--- src/autoneg_regs_pkg.sv ---
// Package: register map, field positions and reset values of the negotiation register bank
package autoneg_regs_pkg;
    localparam logic [15:0] MGMT_DEVICE = 16'h0007;
    localparam logic [15:0] STATUS_INDEX = 16'h0201;
    localparam logic [15:0] ADVERT_INDEX = 16'h0202;
    localparam logic [15:0] CONTROL_INDEX = 16'h0200;
    localparam logic [15:0] ROLE_INDEX = 16'h0203;
    localparam logic [15:0] STATUS_RESET = 16'h0008;
    localparam logic [15:0] ADVERT_RESET = 16'h0001;
    localparam logic [15:0] CONTROL_RESET = 16'h1000;
    localparam logic [15:0] ROLE_RESET = 16'h0000;
    localparam int ST_PAGE_BIT = 6;
    localparam int ST_DONE_BIT = 5;
    localparam int ST_FAULT_BIT = 4;
    localparam int ST_CAPABLE_BIT = 3;
    localparam int ST_LINK_BIT = 2;
    localparam int AD_NEXT_PAGE_BIT = 15;
    localparam int AD_ACK_BIT = 14;
    localparam int AD_FAULT_BIT = 13;
    localparam int AD_FORCE_BIT = 12;
    localparam int AD_PAUSE_HI = 11;
    localparam int AD_PAUSE_LO = 10;
    localparam int CT_ENABLE_BIT = 12;
    localparam int RL_ROLE_BIT = 4;
    localparam logic [4:0] SELECTOR_VALUE = 5'h01;
    localparam logic [31:0] UNMAPPED_DATA = 32'h0000_0000;
endpackage

--- src/autoneg_status_advert_regs.sv ---
// Negotiation status and local advertisement register bank with a Wishbone slave
//
// Summary of operation
// Capture of a partner codeword sets the page received flag.
// Page received flag holds high and clears on any status read.
// Software trusts partner ability registers after first page received.
// Done reads one only when finished, link up and abilities valid.
// Done reads zero while negotiation enable is cleared.
// Partner fault flag latches on base page fault indication until read.
// Negotiation capable bit is read-only and reads one.
// Link up reads one while linked; failure latches zero until read.
// Status register at 0x0201, reset 0x0008, reserved bits read zero.
// Writable next page request is advertised; resets to zero.
// Read-only acknowledge is set when partner codeword is received.
// Writable advertised fault, reset zero, sent as base page fault.
// Force role zero makes the advertised role a preference.
// Force role one makes the advertised role mandatory.
// Writable two-bit pause ability field, resetting to zero.
// Selector field is read-only and always holds the Ethernet selector.
// Advertisement register at 0x0202, reset 0x0001, bits 9..5 zero.
// Negotiation enable is control bit 12 and resets to one.
// Preferred role bit 4: zero slave, one master, qualified by force.
// Writes to read-only or reserved bits are ignored, clear nothing.
// Latched flags capture and clear atomically; events in the read survive.
//
// Implementation choice: the Wishbone register port.
`timescale 1ns/1ps
module autoneg_status_advert_regs
    import autoneg_regs_pkg::*;
(
    input wire logic clk,
    input wire logic rst_n,
    input wire logic wb_cyc_i,
    input wire logic wb_stb_i,
    input wire logic wb_we_i,
    input wire logic [17:0] wb_adr_i,
    input wire logic [3:0] wb_sel_i,
    input wire logic [31:0] wb_dat_i,
    output logic [31:0] wb_dat_o,
    output logic wb_ack_o,
    input wire logic page_captured,
    input wire logic base_page_fault,
    input wire logic codeword_received,
    input wire logic negotiation_finished,
    input wire logic ability_valid,
    input wire logic link_ok,
    output logic next_page_request,
    output logic advertised_fault,
    output logic force_role,
    output logic preferred_role,
    output logic [1:0] pause_ability,
    output logic negotiation_enable,
    output logic role_mandatory
);
    typedef struct packed {
        logic [31:0] rdata;
        logic ack;
        logic page_received_flag;
        logic partner_fault_flag;
        logic link_up_latched;
        logic codeword_acknowledge;
        logic next_page_request;
        logic advertised_fault;
        logic force_role;
        logic [1:0] pause_ability;
        logic negotiation_enable;
        logic preferred_role;
        logic [2:0] page_s;
        logic [2:0] fault_s;
        logic [1:0] ack_s;
        logic [1:0] fin_s;
        logic [1:0] valid_s;
        logic [1:0] link_s;
    } state_s;

    state_s q;
    state_s next_q;

    // Word index within the management device; byte address is four times it
    function automatic logic [15:0] word_index(input logic [17:0] adr);
        return adr[17:2];
    endfunction

    logic req;
    logic rd_hit_status;
    logic wr_en;
    logic page_evt;
    logic fault_evt;
    logic link_now;
    logic done_now;
    logic [15:0] status_word;
    logic [15:0] advert_word;
    logic rd_hit_advert;
    logic wr_hit_advert;
    logic wr_hit_status;
    logic wr_hit_control;
    logic wr_hit_role;

    assign req = wb_cyc_i && wb_stb_i && !q.ack;
    assign rd_hit_status = req && !wb_we_i && word_index(wb_adr_i) == STATUS_INDEX;
    assign wr_en = req && wb_we_i;
    // Per-register decodes; the assertions below lean on these
    assign rd_hit_advert = req && !wb_we_i && word_index(wb_adr_i) == ADVERT_INDEX;
    assign wr_hit_advert = wr_en && wb_sel_i[1] && word_index(wb_adr_i) == ADVERT_INDEX;
    assign wr_hit_status = wr_en && word_index(wb_adr_i) == STATUS_INDEX;
    assign wr_hit_control = wr_en && wb_sel_i[1] && word_index(wb_adr_i) == CONTROL_INDEX;
    assign wr_hit_role = wr_en && wb_sel_i[0] && word_index(wb_adr_i) == ROLE_INDEX;
    // Synchronised inputs from the negotiation engine; page and fault edge detected after stage two
    assign page_evt = q.page_s[1] && !q.page_s[2];
    assign fault_evt = q.fault_s[1] && !q.fault_s[2];
    assign link_now = q.link_s[1];
    assign done_now = q.negotiation_enable && q.fin_s[1] && link_now && q.valid_s[1];

    always_comb begin
        status_word = 16'h0000;
        status_word[ST_PAGE_BIT] = q.page_received_flag;
        status_word[ST_DONE_BIT] = done_now;
        status_word[ST_FAULT_BIT] = q.partner_fault_flag;
        status_word[ST_CAPABLE_BIT] = 1'b1;
        status_word[ST_LINK_BIT] = q.link_up_latched;
        advert_word = 16'h0000;
        advert_word[AD_NEXT_PAGE_BIT] = q.next_page_request;
        advert_word[AD_ACK_BIT] = q.codeword_acknowledge;
        advert_word[AD_FAULT_BIT] = q.advertised_fault;
        advert_word[AD_FORCE_BIT] = q.force_role;
        advert_word[AD_PAUSE_HI:AD_PAUSE_LO] = q.pause_ability;
        advert_word[4:0] = SELECTOR_VALUE;
    end

    always_comb begin
        next_q = q;
        next_q.page_s = {q.page_s[1:0], page_captured};
        next_q.fault_s = {q.fault_s[1:0], base_page_fault};
        // Two sync stages, then the acknowledge register itself
        next_q.ack_s = {q.ack_s[0], codeword_received};
        next_q.fin_s = {q.fin_s[0], negotiation_finished};
        next_q.valid_s = {q.valid_s[0], ability_valid};
        next_q.link_s = {q.link_s[0], link_ok};
        next_q.codeword_acknowledge = q.ack_s[1];
        next_q.ack = req;
        if (req && !wb_we_i) begin
            unique case (word_index(wb_adr_i))
                STATUS_INDEX: next_q.rdata = {16'h0000, status_word};
                ADVERT_INDEX: next_q.rdata = {16'h0000, advert_word};
                CONTROL_INDEX: next_q.rdata = {19'h00000, q.negotiation_enable, 12'h000};
                ROLE_INDEX: next_q.rdata = {27'h0000000, q.preferred_role, 4'h0};
                default: next_q.rdata = UNMAPPED_DATA;
            endcase
        end
        // Read clears first, then fresh events set, so nothing arriving now is lost
        if (rd_hit_status) begin
            next_q.page_received_flag = 1'b0;
            next_q.partner_fault_flag = 1'b0;
            next_q.link_up_latched = link_now;
        end
        if (page_evt) begin
            next_q.page_received_flag = 1'b1;
        end
        if (fault_evt) begin
            next_q.partner_fault_flag = 1'b1;
        end
        if (!link_now) begin
            next_q.link_up_latched = 1'b0;
        end
        // Only writable fields follow the bus; status writes change nothing
        if (wr_en && wb_sel_i[1]) begin
            if (word_index(wb_adr_i) == ADVERT_INDEX) begin
                next_q.next_page_request = wb_dat_i[AD_NEXT_PAGE_BIT];
                next_q.advertised_fault = wb_dat_i[AD_FAULT_BIT];
                next_q.force_role = wb_dat_i[AD_FORCE_BIT];
                next_q.pause_ability = wb_dat_i[AD_PAUSE_HI:AD_PAUSE_LO];
            end
            if (word_index(wb_adr_i) == CONTROL_INDEX) begin
                next_q.negotiation_enable = wb_dat_i[CT_ENABLE_BIT];
            end
        end
        if (wr_en && wb_sel_i[0] && word_index(wb_adr_i) == ROLE_INDEX) begin
            next_q.preferred_role = wb_dat_i[RL_ROLE_BIT];
        end
    end

    always_ff @(posedge clk or negedge rst_n) begin
        if (!rst_n) begin
            q <= '0;
            q.link_up_latched <= STATUS_RESET[ST_LINK_BIT];
            q.next_page_request <= ADVERT_RESET[AD_NEXT_PAGE_BIT];
            q.advertised_fault <= ADVERT_RESET[AD_FAULT_BIT];
            q.force_role <= ADVERT_RESET[AD_FORCE_BIT];
            q.pause_ability <= ADVERT_RESET[AD_PAUSE_HI:AD_PAUSE_LO];
            q.negotiation_enable <= CONTROL_RESET[CT_ENABLE_BIT];
            q.preferred_role <= ROLE_RESET[RL_ROLE_BIT];
        end else begin
            q <= next_q;
        end
    end

    assign wb_dat_o = q.rdata;
    assign wb_ack_o = q.ack;
    assign next_page_request = q.next_page_request;
    assign advertised_fault = q.advertised_fault;
    assign force_role = q.force_role;
    assign preferred_role = q.preferred_role;
    assign pause_ability = q.pause_ability;
    assign negotiation_enable = q.negotiation_enable;
    // Role is binding only when forced; otherwise resolution may override it
    assign role_mandatory = q.force_role;
endmodule // autoneg_status_advert_regs

--- config.mk ---
export PLATFORM = sky130hd
export DESIGN_NAME = autoneg_status_advert_regs
export DESIGN_NICKNAME = d
export VERILOG_FILES = /design/src/autoneg_regs_pkg.sv /design/src/autoneg_status_advert_regs.sv
export SDC_FILE = /design/constraint.sdc
export NUM_CORES = 1
export LEC_CHECK = 0
export ABC_AREA = 1
export BUFFER_PORTS_ARGS = -buffer_cell sky130_fd_sc_hd__buf_2
export CAP_MARGIN = 15
export CORE_MARGIN = 10
export CORE_UTILIZATION = 39
export DETAILED_ROUTE_END_ITERATION = 8
export PLACE_DENSITY = 0.79
export RECOVER_POWER = 25
export REMOVE_ABC_BUFFERS = 1
export SLEW_MARGIN = 0
export SYNTH_ARGS = -nofsm -noshare
export SYNTH_HDL_FRONTEND = slang
export SYNTH_SLANG_ARGS = --single-unit
--- constraint.sdc ---
create_clock -name clk -period 1 [get_ports clk]
set_input_delay 0.25 -clock clk [delete_from_list [all_inputs] [get_ports clk]]
set_output_delay 0.25 -clock clk [all_outputs]
set_load 0.05 [all_outputs]
==> flow_metrics.py <==
metrics = {
    "routing": {
        "detail_route.vias_per_cell": 4.40,
        "wl_um": 4030,
        "num_vias": 1345,
        "drcViolationCount": 0,
        "antenna_left": 0,
        "drtIter0Drc": 30,
        "drt_first_pass_iters": 4,
        "wl_per_cell_um": 13.2,
    },
    "layout": {
        "final_common_cell": "nand2_1",
        "final_nets": 319,
        "seq_area_um2": 952,
        "final_cell_mix": "39 x nand2_1, 37 x dfrtp_1, 34 x buf_2",
        "drive_above_1_share_pct": 44.9,
        "utilization_pct": 54.3,
        "antenna_cells": 0,
        "fill_cells": 413,
        "syn_to_final_growth_pct": 33.1,
        "multiInputGateArea_um2": 614,
    },
    "timing": {
        "hold_slack_ns": 0.0674,
        "rsz0062_at_grt": "true",
        "fin_crit_sh_pct": 126,
        "skew_ns": 0.00493,
        "fmax_mhz": 793,
        "layout_setup_ws_ns": -0.261,
        "setup_viol": 43,
        "hold_viol": 0,
        "slew_viol_final": 0,
        "fin_crit_ns": 1.26,
    },
    "critical_path": {
        "r2r_cells": 7,
        "cp.depth": 1,
        "crit_path_cell_trace": "buf_12",
        "cp_slowest_cell": "dfstp_2",
        "setup.worst_path.start": "negotiation_enable$_DFFE_PN1P_",
        "arrival_ns": 1.01,
        "path_class": "flip-flop to output pin",
        "startpoint_type": "flip-flop",
        "cp_top_family": "flip-flops",
        "r2r_end": "q[24]$_DFFE_PN0P_",
        "reg2reg_slack_ns": -0.20,
        "endpoint": "negotiation_enable",
        "critPathCaptureType": "output pin",
        "timing.rr.start": "wb_ack_o$_DFF_PN0_",
        "critPathMaxFanout": 2,
        "cpPeakStageDelay_ns": 0.58,
        "required_ns": 0.75,
        "crit_buf_inv": 1,
    },
    "grt": {
        "grt_antenna_before_repair": 0,
        "grt_pass1_wl_um": 6580,
        "grt_pass1_vias": 1414,
        "track_usage_pct": 10.9,
        "grt_overflow": 0,
        "grt_max_degree": 39,
    },
    "power_and_ir_drop": {
        "peakVddDrop_v": 0.00101,
        "power.density_nw_per_um2": 1230,
        "p_leak_nw": 1.34,
    },
    "logic_synthesis": {
        "synthesis.area_um2": 1790,
        "yosysUniqueCellTypes": 22,
        "ys_ff_latch": 38,
        "yosysWarnings": 0,
        "syn-instance-count": 186,
        "synth-seq-area-share_pct": 53.2,
        "avgSynthCellArea_um2": 9.62,
    },
    "cts": {
        "cts_buffers": 5,
        "clock_tree.buffer_depth": 2,
        "clk_pin_slew_ns": 0.07,
        "clock_sinks": 38,
        "insertion_delay_ns": 0.28,
        "cts-root-buf": "clkbuf_8",
        "cts_tree": "built",
        "htreeDepth": 2,
    },
    "die": {
        "die_area_um2": 7700,
        "row_count": 24,
        "core_um2": 4380,
        "initial_core_util_pct": 40.8,
        "ios": 106,
        "die_w_um": 87.7,
        "die_y_um": 87.7,
    },
    "placed_design": {
        "hpwlAfterDp_um": 2940,
        "gp_congestion": 0.759,
        "port_buffers": 55,
    },
    "worst_hold_path": {
        "hold_path_class": "input port to flip-flop",
    },
    "outcome": {
        "violations": "negative setup slack",
        "status": "complete, but fails checks",
    },
    "job": {
        "maxCapViolCount": 0,
    },
}
final cells by class:
cell class              instances  area share [%]
inverters                      15            2.73
clock buffers                   5            2.89
well taps                      52            2.73
repair buffers                 78            25.5
clock inverters                 2           0.420
flip-flops and latches         38            40.0
multi-input cells             116            25.8
Yosys cell counts (all sizes together):
cell | instances | share of area, %
dfstp | 1 | 1.5
clkinv | 1 | 0.28
conb | 1 | 0.21
nor2 | 18 | 7.0
buf | 36 | 15
o21ai | 8 | 2.9
nand2 | 52 | 12
a21boi | 1 | 0.63
nand4 | 3 | 1.0
dfrtp | 37 | 52
inv | 14 | 2.9
nand3 | 14 | 4.9
sequential cells by signal, indices dropped and copies added, names as in the netlist, 2 cells and up:
signal / cells
wb_dat_o: 12
next_q: 9
q: 7
pause_ability: 2
logic make-up (layout without fill, tap and decap cells):
group / after synthesis / in the layout / synth area share [%]
compound gates: 9 / 9 / 3.50
flops: 38 / 38 / 53.2
other cells: 1 / 20 / 0.210
simple gates: 87 / 87 / 24.5
buf+inv: 51 / 100 / 18.5
timing repair:
item,4_1_cts,5_1_grt
hold endpoints to repair,37,0
hold buffers,1,0
setup buffers,11,5
resized for setup,48,9
setup endpoints to repair,43,43
pin swaps,3,5
worst min path at each step:
stage	startpoint	endpoint	depth (start not counted)
final	ability_valid	next_q[3]$_DFF_PN0_	1
after global routing	codeword_received	next_q[7]$_DFF_PN0_	1
after CTS	codeword_received	next_q[7]$_DFF_PN0_	1
after detailed placement	rst_n	next_q[12]$_DFF_PN0_	2
after global placement	rst_n	next_q[12]$_DFF_PN0_	2
after floorplan	rst_n	advert_word[14]$_DFF_PN0_	0
layer usage:
metal | track usage (%) | wire, µm
met2 | 19.5 | 2140
met3 | 4.55 | 329
met1 | 11.1 | 1510
met4 | 3.91 | 59
met5 | 0 | 0
through the flow:
stage	cells	worst slack, ns	power [mW]	setup TNS [ns]	instance area, µm²
final	306	-0.261	2.92	-5.08	2380
after global routing	306	-0.288	3.06	-7.43	2380
after CTS	301	-0.269	2.96	-5.37	2320
after detailed placement	282	-0.253	1.96	-4.24	2000
after global placement	282	-0.232	1.95	-3.72	2000
after floorplan	169	-0.402	1.83	-8.03	1590
report_power, final:
part           leakage [nW]  switching (mW)  internal, mW
clock network        0.0438           0.505         0.467
registers             0.481          0.0105          1.57
logic                 0.814           0.276        0.0941
(Power assumes the default switching activity.)
